<file path="src/logic/tpmc_pkg.sv">
// Summary of operation
// - monitor only in tdd, reusing the idle receive chain
// - measurement starts when the enable state machine enters transmit
// - one measurement per transmit state, or repeated until it ends
// - rms over set window, as -dBFS power word at 0.25 dB/LSB
// - front-end gain: channel one 0x070[1:0], channel two 0x071[1:0]
// - front-end gain code: 00 open, 01 0 dB, 10 6 dB, 11 9.5 dB
// - low and high baseband gain indices in 0x067[4:0], 0x068[4:0]
// - 0x078[7:0] is the threshold choosing low or high gain mode
// - attenuation at or below threshold uses low index, above high
// - transimpedance amp gain switches with no software action
// - power words in 0x06b, 0x06c, 0x06d compensated for baseband gain
// - host sets 0x06e bits 7,5 and clears 0x057 bits 2,3 to power up
package tpmc_pkg;

    // register offsets
    localparam logic [9:0] ADDR_PD_OVR    = 10'h057;
    localparam logic [9:0] ADDR_LOW_GAIN  = 10'h067;
    localparam logic [9:0] ADDR_HIGH_GAIN = 10'h068;
    localparam logic [9:0] ADDR_RES_A     = 10'h06b;
    localparam logic [9:0] ADDR_RES_B     = 10'h06c;
    localparam logic [9:0] ADDR_RES_C     = 10'h06d;
    localparam logic [9:0] ADDR_MODE      = 10'h06e;
    localparam logic [9:0] ADDR_WINDOW    = 10'h06f;
    localparam logic [9:0] ADDR_MON1      = 10'h070;
    localparam logic [9:0] ADDR_MON2      = 10'h071;
    localparam logic [9:0] ADDR_ATT_A     = 10'h073;
    localparam logic [9:0] ADDR_ATT_B     = 10'h074;
    localparam logic [9:0] ADDR_THRESH    = 10'h078;
    localparam logic [9:0] ADDR_FB_A      = 10'h1db;
    localparam logic [9:0] ADDR_FB_B      = 10'h1dc;

    // field positions
    localparam int MODE_EN_HI  = 7;
    localparam int MODE_EN_LO  = 5;
    localparam int MODE_CONT   = 0;
    localparam int PD_BIT_A    = 2;
    localparam int PD_BIT_B    = 3;
    localparam int FB_A_BIT0   = 0;
    localparam int FB_A_BIT1   = 2;
    localparam int FB_B_BIT0   = 6;
    localparam int FB_B_BIT1   = 7;

    // reset values
    localparam logic [7:0] RST_ZERO   = 8'h00;
    localparam logic [7:0] RST_PD_OVR = 8'h0c;
    localparam logic [7:0] RST_WINDOW = 8'h04;

    // spi and arithmetic
    localparam logic [4:0] SPI_INSTR_BITS = 5'h10;
    localparam logic [4:0] SPI_LAST_BIT   = 5'h17;
    localparam logic [8:0] QDB_PER_STEP   = 9'h004;
    localparam logic [8:0] FS_LOG2_X16    = 9'h160;
    localparam logic [8:0] DB_SCALE       = 9'h0c1;
    localparam logic [8:0] PWR_FLOOR      = 9'h1ff;

    typedef enum logic [1:0] {
        ST_IDLE = 2'b00,
        ST_MEAS = 2'b01,
        ST_HOLD = 2'b11
    } tpmc_state_t;

    typedef enum logic [1:0] {
        FE_OPEN = 2'b00,
        FE_0DB  = 2'b01,
        FE_6DB  = 2'b10,
        FE_9DB5 = 2'b11
    } tpmc_fe_gain_t;

    typedef struct packed {
        logic       wr;
        logic [9:0] addr;
        logic [7:0] wdata;
    } tpmc_bus_t;

    typedef struct packed {
        logic          input_open;
        tpmc_fe_gain_t fe;
        logic          tia_high;
        logic          high_mode;
        logic [4:0]    bbf_idx;
    } tpmc_gain_t;

endpackage : tpmc_pkg

</file>
<file path="src/logic/tpmc_meter.sv">
`timescale 1ns/100ps
module tpmc_meter
(
    // clock and reset
    input  logic        clk_in,
    input  logic        rstn_in,
    // control
    input  logic        start_in,
    input  logic        abort_in,
    input  logic [3:0]  win_log2_in,
    // samples
    input  logic        smp_valid_in,
    input  logic [11:0] i_in,
    input  logic [11:0] q_in,
    // result
    output logic        done_out,
    output logic [8:0]  power_out
);
    logic        busy_ff;
    logic        fin_ff;
    logic [3:0]  win_ff;
    logic [15:0] cnt_ff;
    logic [38:0] acc_ff;
    logic [23:0] sq;
    logic [23:0] mean;
    logic [4:0]  msb;
    logic [3:0]  frac;
    logic [8:0]  lg;
    logic [17:0] prod;

    assign sq = 24'($signed(i_in) * $signed(i_in)) + 24'($signed(q_in) * $signed(q_in));
    assign mean = 24'(acc_ff >> win_ff);

    // log2: leading one plus four bits
    always_comb
    begin
        msb  = 5'h00;
        frac = 4'h0;
        for (int k = 0; k < 24; k++)
            if (mean[k])
                msb = 5'(k);
        frac = 4'((({mean, 4'h0}) >> msb) & 28'h000000f);
        lg   = {msb, frac};
        prod = 18'((tpmc_pkg::FS_LOG2_X16 - lg) * tpmc_pkg::DB_SCALE);
    end

    always_ff @(posedge clk_in or negedge rstn_in)
    begin
        if (!rstn_in)
        begin
            busy_ff <= 1'b0;
            fin_ff  <= 1'b0;
            win_ff  <= 4'h0;
            cnt_ff  <= 16'h0000;
            acc_ff  <= 39'h0;
        end
        else
        begin
            fin_ff <= 1'b0;
            if (abort_in)
                busy_ff <= 1'b0;
            else if (start_in)
            begin
                busy_ff <= 1'b1;
                win_ff  <= win_log2_in;
                cnt_ff  <= 16'h0000;
                acc_ff  <= 39'h0;
            end
            else if (busy_ff && smp_valid_in)
            begin
                acc_ff <= acc_ff + 39'(sq);
                cnt_ff <= cnt_ff + 16'h0001;
                if (cnt_ff == 16'((17'h00001 << win_ff) - 17'h00001))
                begin
                    busy_ff <= 1'b0;
                    fin_ff  <= 1'b1;
                end
            end
        end
    end

    always_ff @(posedge clk_in or negedge rstn_in)
    begin
        if (!rstn_in)
        begin
            done_out  <= 1'b0;
            power_out <= tpmc_pkg::PWR_FLOOR;
        end
        else
        begin
            done_out <= fin_ff & ~abort_in;
            if (fin_ff)
            begin
                if (mean == 24'h000000)
                    power_out <= tpmc_pkg::PWR_FLOOR;
                else if (lg >= tpmc_pkg::FS_LOG2_X16)
                    power_out <= 9'h000;
                else
                    power_out <= prod[16:8];
            end
        end
    end

endmodule : tpmc_meter

</file>
<file path="src/logic/tpmc_spi_slave.sv">
`timescale 1ns/100ps
module tpmc_spi_slave
(
    // clock and reset
    input  logic                clk_in,
    input  logic                rstn_in,
    // spi pins
    input  logic                sclk_in,
    input  logic                csn_in,
    input  logic                mosi_in,
    output logic                miso_out,
    output logic                miso_oe_out,
    // register side
    input  logic [7:0]          rdata_in,
    output logic [9:0]          rd_addr_out,
    output tpmc_pkg::tpmc_bus_t bus_out
);
    logic [2:0]  s1_ff;
    logic [2:0]  s2_ff;
    logic        sclk_d_ff;
    logic [4:0]  cnt_ff;
    logic [23:0] shift_ff;
    logic [7:0]  out_ff;
    logic        load_ff;
    logic        rise;
    logic        fall;
    logic        sel;

    // async pins
    always_ff @(posedge clk_in or negedge rstn_in)
    begin
        if (!rstn_in)
        begin
            s1_ff     <= 3'h2;
            s2_ff     <= 3'h2;
            sclk_d_ff <= 1'b0;
        end
        else
        begin
            s1_ff     <= {mosi_in, csn_in, sclk_in};
            s2_ff     <= s1_ff;
            sclk_d_ff <= s2_ff[0];
        end
    end

    assign rise        = s2_ff[0] & ~sclk_d_ff;
    assign fall        = ~s2_ff[0] & sclk_d_ff;
    assign sel         = ~s2_ff[1];
    assign rd_addr_out = shift_ff[9:0];
    assign miso_out    = out_ff[7];

    always_ff @(posedge clk_in or negedge rstn_in)
    begin
        if (!rstn_in)
        begin
            cnt_ff   <= 5'h00;
            shift_ff <= 24'h000000;
            load_ff  <= 1'b0;
            bus_out  <= '0;
        end
        else
        begin
            bus_out.wr <= 1'b0;
            load_ff    <= 1'b0;
            if (!sel)
                cnt_ff <= 5'h00;
            else if (rise)
            begin
                shift_ff <= {shift_ff[22:0], s2_ff[2]};
                cnt_ff   <= cnt_ff + 5'h01;
                // read answer loads after the instruction
                if (cnt_ff == tpmc_pkg::SPI_INSTR_BITS - 5'h01 && !shift_ff[14])
                    load_ff <= 1'b1;
                if (cnt_ff == tpmc_pkg::SPI_LAST_BIT && shift_ff[22])
                begin
                    bus_out.wr    <= 1'b1;
                    bus_out.addr  <= shift_ff[16:7];
                    bus_out.wdata <= {shift_ff[6:0], s2_ff[2]};
                end
            end
        end
    end

    always_ff @(posedge clk_in or negedge rstn_in)
    begin
        if (!rstn_in)
        begin
            out_ff      <= 8'h00;
            miso_oe_out <= 1'b0;
        end
        else
        begin
            miso_oe_out <= sel;
            if (load_ff)
                out_ff <= rdata_in;
            else if (fall && cnt_ff > tpmc_pkg::SPI_INSTR_BITS)
                out_ff <= {out_ff[6:0], 1'b0};
        end
    end

endmodule : tpmc_spi_slave

</file>
<file path="src/logic/tpmc_top.sv">
`timescale 1ns/100ps
module tpmc_top
(
    // clock and reset
    input  logic                 clk_in,
    input  logic                 rstn_in,
    // spi pins
    input  logic                 spi_clk_in,
    input  logic                 spi_csn_in,
    input  logic                 spi_mosi_in,
    output logic                 spi_miso_out,
    output logic                 spi_miso_oe_out,
    // device context, same clock domain
    input  logic                 tdd_mode_in,
    input  logic                 enable_state_machine_tx_state_in,
    // receive chain samples
    input  logic                 rx_valid_in,
    input  logic [11:0]          mon1_i_in,
    input  logic [11:0]          mon1_q_in,
    input  logic [11:0]          mon2_i_in,
    input  logic [11:0]          mon2_q_in,
    // analog controls
    output tpmc_pkg::tpmc_gain_t mon1_gain_out,
    output tpmc_pkg::tpmc_gain_t mon2_gain_out,
    output logic                 monitor_route_out,
    output logic                 monitor_powered_out,
    output logic                 amp_feedback_low_out,
    // status
    output logic                 meas_busy_out,
    output logic                 meas_done_out
);
    tpmc_pkg::tpmc_bus_t   bus;
    tpmc_pkg::tpmc_state_t state_ff;
    tpmc_pkg::tpmc_state_t nxt_state;

    logic [9:0] rd_addr;
    logic [7:0] rdata;
    logic [7:0] pd_ovr_ff;
    logic [7:0] low_gain_ff;
    logic [7:0] high_gain_ff;
    logic [7:0] mode_ff;
    logic [7:0] window_ff;
    logic [7:0] mon1_ff;
    logic [7:0] mon2_ff;
    logic [7:0] att_a_ff;
    logic [7:0] att_b_ff;
    logic [7:0] thresh_ff;
    logic [7:0] fb_a_ff;
    logic [7:0] fb_b_ff;
    logic [8:0] res1_ff;
    logic [8:0] res2_ff;
    logic       tx_d_ff;
    logic       high1_ff;
    logic       high2_ff;
    logic [4:0] idx1_snap_ff;
    logic [4:0] idx2_snap_ff;
    logic       tx_enter;
    logic       allowed;
    logic       start;
    logic       abort;
    logic       done1;
    logic       done2;
    logic       done2_seen_ff;
    logic       done1_seen_ff;
    logic [8:0] pwr1;
    logic [8:0] pwr2;
    logic [4:0] idx1;
    logic [4:0] idx2;

    // saturating gain add onto -dBFS word
    function automatic logic [8:0] comp_word(input logic [8:0] pwr, input logic [4:0] idx);
        logic [9:0] sum;
        sum = {1'b0, pwr} + 10'(idx * tpmc_pkg::QDB_PER_STEP);
        if (sum[9])
            comp_word = tpmc_pkg::PWR_FLOOR;
        else
            comp_word = sum[8:0];
    endfunction : comp_word

    tpmc_spi_slave u_spi
    (
        .clk_in      (clk_in),
        .rstn_in     (rstn_in),
        .sclk_in     (spi_clk_in),
        .csn_in      (spi_csn_in),
        .mosi_in     (spi_mosi_in),
        .miso_out    (spi_miso_out),
        .miso_oe_out (spi_miso_oe_out),
        .rdata_in    (rdata),
        .rd_addr_out (rd_addr),
        .bus_out     (bus)
    );

    // register writes
    always_ff @(posedge clk_in or negedge rstn_in)
    begin
        if (!rstn_in)
        begin
            pd_ovr_ff    <= tpmc_pkg::RST_PD_OVR;
            low_gain_ff  <= tpmc_pkg::RST_ZERO;
            high_gain_ff <= tpmc_pkg::RST_ZERO;
            mode_ff      <= tpmc_pkg::RST_ZERO;
            window_ff    <= tpmc_pkg::RST_WINDOW;
            mon1_ff      <= tpmc_pkg::RST_ZERO;
            mon2_ff      <= tpmc_pkg::RST_ZERO;
            att_a_ff     <= tpmc_pkg::RST_ZERO;
            att_b_ff     <= tpmc_pkg::RST_ZERO;
            thresh_ff    <= tpmc_pkg::RST_ZERO;
            fb_a_ff      <= tpmc_pkg::RST_ZERO;
            fb_b_ff      <= tpmc_pkg::RST_ZERO;
        end
        else if (bus.wr)
        begin
            case (bus.addr)
                tpmc_pkg::ADDR_PD_OVR:    pd_ovr_ff    <= bus.wdata;
                tpmc_pkg::ADDR_LOW_GAIN:  low_gain_ff  <= bus.wdata;
                tpmc_pkg::ADDR_HIGH_GAIN: high_gain_ff <= bus.wdata;
                tpmc_pkg::ADDR_MODE:      mode_ff      <= bus.wdata;
                tpmc_pkg::ADDR_WINDOW:    window_ff    <= bus.wdata;
                tpmc_pkg::ADDR_MON1:      mon1_ff      <= bus.wdata;
                tpmc_pkg::ADDR_MON2:      mon2_ff      <= bus.wdata;
                tpmc_pkg::ADDR_ATT_A:     att_a_ff     <= bus.wdata;
                tpmc_pkg::ADDR_ATT_B:     att_b_ff     <= bus.wdata;
                tpmc_pkg::ADDR_THRESH:    thresh_ff    <= bus.wdata;
                tpmc_pkg::ADDR_FB_A:      fb_a_ff      <= bus.wdata;
                tpmc_pkg::ADDR_FB_B:      fb_b_ff      <= bus.wdata;
                default:                  ;
            endcase
        end
    end

    // reads; unmapped read zero
    always_comb
    begin
        case (rd_addr)
            tpmc_pkg::ADDR_PD_OVR:    rdata = pd_ovr_ff;
            tpmc_pkg::ADDR_LOW_GAIN:  rdata = low_gain_ff;
            tpmc_pkg::ADDR_HIGH_GAIN: rdata = high_gain_ff;
            // compensated words, high bits then low
            tpmc_pkg::ADDR_RES_A:     rdata = res1_ff[8:1];
            tpmc_pkg::ADDR_RES_B:     rdata = res2_ff[8:1];
            tpmc_pkg::ADDR_RES_C:     rdata = {6'h00, res2_ff[0], res1_ff[0]};
            tpmc_pkg::ADDR_MODE:      rdata = mode_ff;
            tpmc_pkg::ADDR_WINDOW:    rdata = window_ff;
            tpmc_pkg::ADDR_MON1:      rdata = mon1_ff;
            tpmc_pkg::ADDR_MON2:      rdata = mon2_ff;
            tpmc_pkg::ADDR_ATT_A:     rdata = att_a_ff;
            tpmc_pkg::ADDR_ATT_B:     rdata = att_b_ff;
            tpmc_pkg::ADDR_THRESH:    rdata = thresh_ff;
            tpmc_pkg::ADDR_FB_A:      rdata = fb_a_ff;
            tpmc_pkg::ADDR_FB_B:      rdata = fb_b_ff;
            default:                  rdata = 8'h00;
        endcase
    end

    always_ff @(posedge clk_in or negedge rstn_in)
    begin
        if (!rstn_in)
        begin
            high1_ff <= 1'b0;
            high2_ff <= 1'b0;
        end
        else
        begin
            high1_ff <= att_a_ff > thresh_ff;
            high2_ff <= att_b_ff > thresh_ff;
        end
    end

    assign idx1 = high1_ff ? high_gain_ff[4:0] : low_gain_ff[4:0];
    assign idx2 = high2_ff ? high_gain_ff[4:0] : low_gain_ff[4:0];

    assign monitor_powered_out = ~pd_ovr_ff[tpmc_pkg::PD_BIT_A] & ~pd_ovr_ff[tpmc_pkg::PD_BIT_B];
    // tdd only, both enable bits set
    assign allowed = tdd_mode_in & mode_ff[tpmc_pkg::MODE_EN_HI] & mode_ff[tpmc_pkg::MODE_EN_LO]
                     & monitor_powered_out;
    // low feedback needs all four bits
    assign amp_feedback_low_out = fb_a_ff[tpmc_pkg::FB_A_BIT0] & fb_a_ff[tpmc_pkg::FB_A_BIT1]
                                  & fb_b_ff[tpmc_pkg::FB_B_BIT0] & fb_b_ff[tpmc_pkg::FB_B_BIT1];

    always_comb
    begin
        mon1_gain_out.fe         = tpmc_pkg::tpmc_fe_gain_t'(mon1_ff[1:0]);
        mon1_gain_out.input_open = mon1_ff[1:0] == tpmc_pkg::FE_OPEN;
        mon1_gain_out.tia_high   = high1_ff;
        mon1_gain_out.high_mode  = high1_ff;
        mon1_gain_out.bbf_idx    = idx1;
        mon2_gain_out.fe         = tpmc_pkg::tpmc_fe_gain_t'(mon2_ff[1:0]);
        mon2_gain_out.input_open = mon2_ff[1:0] == tpmc_pkg::FE_OPEN;
        mon2_gain_out.tia_high   = high2_ff;
        mon2_gain_out.high_mode  = high2_ff;
        mon2_gain_out.bbf_idx    = idx2;
    end

    assign tx_enter = enable_state_machine_tx_state_in & ~tx_d_ff;
    // tx exit or enable loss drops partial window
    assign abort = (state_ff != tpmc_pkg::ST_IDLE) & (~enable_state_machine_tx_state_in | ~allowed);

    always_comb
    begin
        nxt_state = state_ff;
        start     = 1'b0;
        case (state_ff)
            tpmc_pkg::ST_IDLE:
            begin
                if (tx_enter && allowed)
                begin
                    nxt_state = tpmc_pkg::ST_MEAS;
                    start     = 1'b1;
                end
            end
            tpmc_pkg::ST_MEAS:
            begin
                if (abort)
                    nxt_state = tpmc_pkg::ST_IDLE;
                else if (done1_seen_ff && done2_seen_ff)
                begin
                    if (mode_ff[tpmc_pkg::MODE_CONT])
                        start = 1'b1;
                    else
                        nxt_state = tpmc_pkg::ST_HOLD;
                end
            end
            tpmc_pkg::ST_HOLD:
            begin
                if (!enable_state_machine_tx_state_in)
                    nxt_state = tpmc_pkg::ST_IDLE;
            end
            default: nxt_state = tpmc_pkg::ST_IDLE;
        endcase
    end

    always_ff @(posedge clk_in or negedge rstn_in)
    begin
        if (!rstn_in)
        begin
            state_ff <= tpmc_pkg::ST_IDLE;
            tx_d_ff  <= 1'b0;
        end
        else
        begin
            state_ff <= nxt_state;
            tx_d_ff  <= enable_state_machine_tx_state_in;
        end
    end

    assign monitor_route_out = state_ff == tpmc_pkg::ST_MEAS;
    assign meas_busy_out     = state_ff == tpmc_pkg::ST_MEAS;

    // channels share the window, finishing together
    always_ff @(posedge clk_in or negedge rstn_in)
    begin
        if (!rstn_in)
        begin
            done1_seen_ff <= 1'b0;
            done2_seen_ff <= 1'b0;
            idx1_snap_ff  <= 5'h00;
            idx2_snap_ff  <= 5'h00;
        end
        else if (start || abort)
        begin
            done1_seen_ff <= 1'b0;
            done2_seen_ff <= 1'b0;
            idx1_snap_ff  <= idx1;
            idx2_snap_ff  <= idx2;
        end
        else
        begin
            done1_seen_ff <= done1_seen_ff | done1;
            done2_seen_ff <= done2_seen_ff | done2;
        end
    end

    tpmc_meter u_meter1
    (
        .clk_in       (clk_in),
        .rstn_in      (rstn_in),
        .start_in     (start),
        .abort_in     (abort),
        .win_log2_in  (window_ff[3:0]),
        .smp_valid_in (rx_valid_in),
        .i_in         (mon1_i_in),
        .q_in         (mon1_q_in),
        .done_out     (done1),
        .power_out    (pwr1)
    );

    tpmc_meter u_meter2
    (
        .clk_in       (clk_in),
        .rstn_in      (rstn_in),
        .start_in     (start),
        .abort_in     (abort),
        .win_log2_in  (window_ff[3:0]),
        .smp_valid_in (rx_valid_in),
        .i_in         (mon2_i_in),
        .q_in         (mon2_q_in),
        .done_out     (done2),
        .power_out    (pwr2)
    );

    // compensate with index held from window start
    always_ff @(posedge clk_in or negedge rstn_in)
    begin
        if (!rstn_in)
        begin
            res1_ff       <= tpmc_pkg::PWR_FLOOR;
            res2_ff       <= tpmc_pkg::PWR_FLOOR;
            meas_done_out <= 1'b0;
        end
        else
        begin
            meas_done_out <= done2;
            if (done1)
                res1_ff <= comp_word(pwr1, idx1_snap_ff);
            if (done2)
                res2_ff <= comp_word(pwr2, idx2_snap_ff);
        end
    end

endmodule : tpmc_top

</file>
<file path="config.mk">
export PLATFORM = sky130hd
export DESIGN_NAME = tpmc_top
export DESIGN_NICKNAME = d
export VERILOG_FILES = /design/src/logic/tpmc_pkg.sv /design/src/logic/tpmc_meter.sv /design/src/logic/tpmc_spi_slave.sv /design/src/logic/tpmc_top.sv
export SDC_FILE = /design/constraint.sdc
export NUM_CORES = 2
export LEC_CHECK = 0
export ABC_AREA = 1
export BUFFER_PORTS_ARGS = -buffer_cell sky130_fd_sc_hd__clkbuf_2
export CORE_MARGIN = 8
export CORE_UTILIZATION = 25
export DETAILED_ROUTE_END_ITERATION = 10
export REMOVE_ABC_BUFFERS = 1
export SLEW_MARGIN = 25
export SYNTH_ARGS = -nofsm -noshare
export SYNTH_HDL_FRONTEND = slang
export SYNTH_HIERARCHICAL = 1
export SYNTH_SLANG_ARGS = --single-unit
</file>
<file path="constraint.sdc">
create_clock -name clk_in -period 8.2 [get_ports clk_in]
set_input_delay 1.64 -clock clk_in [delete_from_list [all_inputs] [get_ports clk_in]]
set_output_delay 1.64 -clock clk_in [all_outputs]
set_load 0.02 [all_outputs]
</file>
==> flow_metrics.tcl <==
set metrics [dict create \
    violations "setup timing" \
    drt-total-wl_um 119000 \
    status "complete, but fails checks" \
    cp-start-kind "input port" \
    dieArea_sq_mm 0.196 \
    num_vias 38600 \
    synth_commonest_cells "nand2_1 (1301), inv_1 (1217), fa_1 (584)" \
    critPathMaxStageDelay_ns 0.56 \
    final_cells 8708 \
    top_layer_used "met5" \
    maxSlewViolCount 0 \
    clock_latency_ns 0.60 \
    drcViolationCount 0 \
    grt_pass1_wl_um 198000 \
    hold_path_class "reg -> reg" \
    reg2regPathDepth 37 \
    min_from "u_spi/s1_ff[2]$_DFF_PN0_" \
    die_y_um 443 \
    fin_crit_sh 1.07 \
    grt_use_total 0.118 \
    critPathLaunch "mon2_i_in[0]" \
    die_width_um 443 \
    cp-end-kind "flip-flop" \
    viasPerCell 4.43 \
    htree_levels 2 \
    tightest_slew_ns 1.03 \
    cp_common_cell "fa_1" \
    netlist_area_sq_mm 0.0456 \
    synth.most_common_cell "nand2_1" \
    fmax_mhz 114 \
    cp_max_fo 7 \
    grt_pass1_vias 39400 \
    final_layout_size_suffix_gt1_frac 0.195 \
    holdPathStages 0 \
    crit_type "in -> reg" \
    ant_nets 0 \
    yosysTopAreaCell "fa_1" \
    fin_worst_skew_ns 0.0247 \
    synth_edf_count 0 \
    start_util 0.250 \
    dp_cells 8559 \
    synth_top_area_frac 0.256 \
    rows 157 \
    rr_startpoint "u_meter2/win_ff[0]$_DFFE_PN0P_" \
    cp_data_arrival_time_ns 9.22 \
    dp_hpwl_um 95000 \
    critical_path_required_ns 8.66 \
    ys_seq_area_frac 0.186 \
    maxSlewHeadroom 0.310 \
    grt-ovfl-total 0 \
    antenna_found_initial 5 \
    clockBufferDepth 3 \
    finalSetupViolCount 29 \
    io_pins 83 \
    ys_warn_count 6 \
    clock-sinks 338 \
    finalSetupTns_ns -8.11 \
    wl_met3_um 4410 \
    synth.area.top_cells "fa_1 (26%), dfrtp_1 (16%), nand2_1 (11%)" \
    avgSynthCellArea_sq_um 7.83 \
    numCtsBuffers 43 \
    met2_length_um 59000 \
    wl_met1_um 51700 \
    hold_viol 0 \
    place_congestion 0.889 \
    ys_ff_latch 338 \
    rsz0062_at_grt "true" \
    async_reset_ff_frac 1.00 \
    syn_to_final_growth_pct 21.4 \
    grt_max_degree 109 \
    synth_top_flop_cell "dfrtp_1" \
    core_sq_mm 0.182 \
    clkTransAtPathRegs_ns 0.05 \
    portBuffers 82 \
    post-route-min-period_ns 8.75 \
    drtIter0Drc 2305 \
    fin_nets 7261 \
    synthDistinctLibCells 74 \
    worst_path_max_delay_cell "fa_1" \
    wl_per_cell_um 13.6 \
    synth_cells 5825 \
    hold_buffers 0 \
    drtPass1Iterations 6 \
    cts_tree "built" \
    maxCapViolCount 0 \
    setup_ws_ns -0.554 \
    cts-root-buf "clkbuf_16" \
]
## worst max-delay path, delay by kind of cell
family	cells	cell delay [ns]
buf+inv	8	0.59
xor+xnor	1	0.13
fa+ha+maj	9	3.92
simple gates	12	1.12
compound gates	14	1.77
## stage by stage
step | instance area, sq um | setup slack (ns) | util | hold WS (ns)
2_1_floorplan | 44500 | -0.826 | - | 0.331
3_3_place_gp | 51500 | -1.37 | 0.283 | 0.339
3_5_place_dp | 51500 | -1.44 | 0.283 | 0.338
4_1_cts | 54400 | -0.385 | 0.298 | 0.350
5_1_grt | 55400 | -0.924 | 0.304 | 0.360
6_report | 55400 | -0.554 | 0.304 | 0.347
## logic make-up after synthesis
logic type               Yosys count  synth area share
AND/OR/NAND/NOR                 2226             0.212
AO/OA/AOI/OAI                    713            0.0919
XOR/XNOR                         160            0.0307
buffers and inverters           1452             0.128
multiplexers                      19           0.00417
flip-flops                       338             0.186
adder cells (fa/ha/maj)          917             0.347
## cell usage in the layout (no fill, tap or decap), types with 13 or more instances in the layout
cell,netlist,layout
clkbuf_2,0,54
or2_2,36,32
nand4_1,110,110
fa_1,584,563
o31ai_1,16,14
nand2_4,4,17
nand3_2,10,25
nor2_1,311,288
dfstp_2,41,41
nand2_1,1301,1236
dfrtp_1,297,296
clkbuf_8,0,20
a21oi_4,2,13
nor2_4,9,15
inv_2,25,80
o21ai_1,132,136
buf_4,36,477
o21ai_2,48,68
fa_2,0,21
nand2_2,23,74
clkbuf_16,0,48
o21ai_0,190,164
a21oi_1,164,121
a31oi_1,15,15
ha_4,0,30
o21bai_1,15,14
nor3_1,42,41
ha_1,333,298
nor2_2,13,30
inv_1,1217,1156
a21oi_2,7,39
mux2i_1,19,19
nand3_1,327,312
xor2_1,99,92
o22ai_1,52,50
buf_6,22,53
xnor2_1,61,60
## layout make-up
type	instances	area, sq um
well taps	2385	2980
clock buffers	60	1220
clock inverters	19	236
flip-flops and latches	338	8510
fillers	19300	127000
repair buffers	619	5010
multi-input cells	4035	32700
diodes	1	2.50
inverters	1251	4720
## per-layer routing
layer | vias to the layer above | GRT usage
met5 | - | 0
met4 | 2 | 0.0316
met3 | 187 | 0.0146
met2 | 657 | 0.208
met1 | 18800 | 0.153
li1 | 19000 | -
## worst paths after layout
kind	slack [ns]	endpoint
max	-0.55	u_meter2/acc_ff[35]$_DFFE_PN0P_
min	0.35	u_spi/s2_ff[2]$_DFF_PN0_
max reg2reg	0.73	u_meter2/power_out[8]$_DFFE_PN1P_
min reg2reg	0.35	u_spi/s2_ff[2]$_DFF_PN0_
max in group asynchronous	5.70	u_meter2/acc_ff[7]$_DFFE_PN0P_
min in group asynchronous	1.11	thresh_ff[7]$_DFFE_PN0P_
## state kept, by name, indices dropped and copies added (netlist names), 9 cells and up
register,cells
res1_ff,9
res2_ff,9
u_meter1/acc_ff,39
u_meter1/cnt_ff,16
u_meter1/power_out,9
u_meter2/acc_ff,39
u_meter2/cnt_ff,16
u_meter2/power_out,9
u_spi/bus_out,19
u_spi/shift_ff,23
## what timing repair did
| item | 4_1_cts | 5_1_grt |
|---|---|---|
| setup buffers | 46 | 33 |
| resized for setup | 294 | 214 |
| pin swaps | 173 | 150 |
| endpoints found under the setup margin | 35 | 41 |
Power is not shown: default switching activity piles up to over one toggle a cycle in this logic, so the estimate is an artifact.
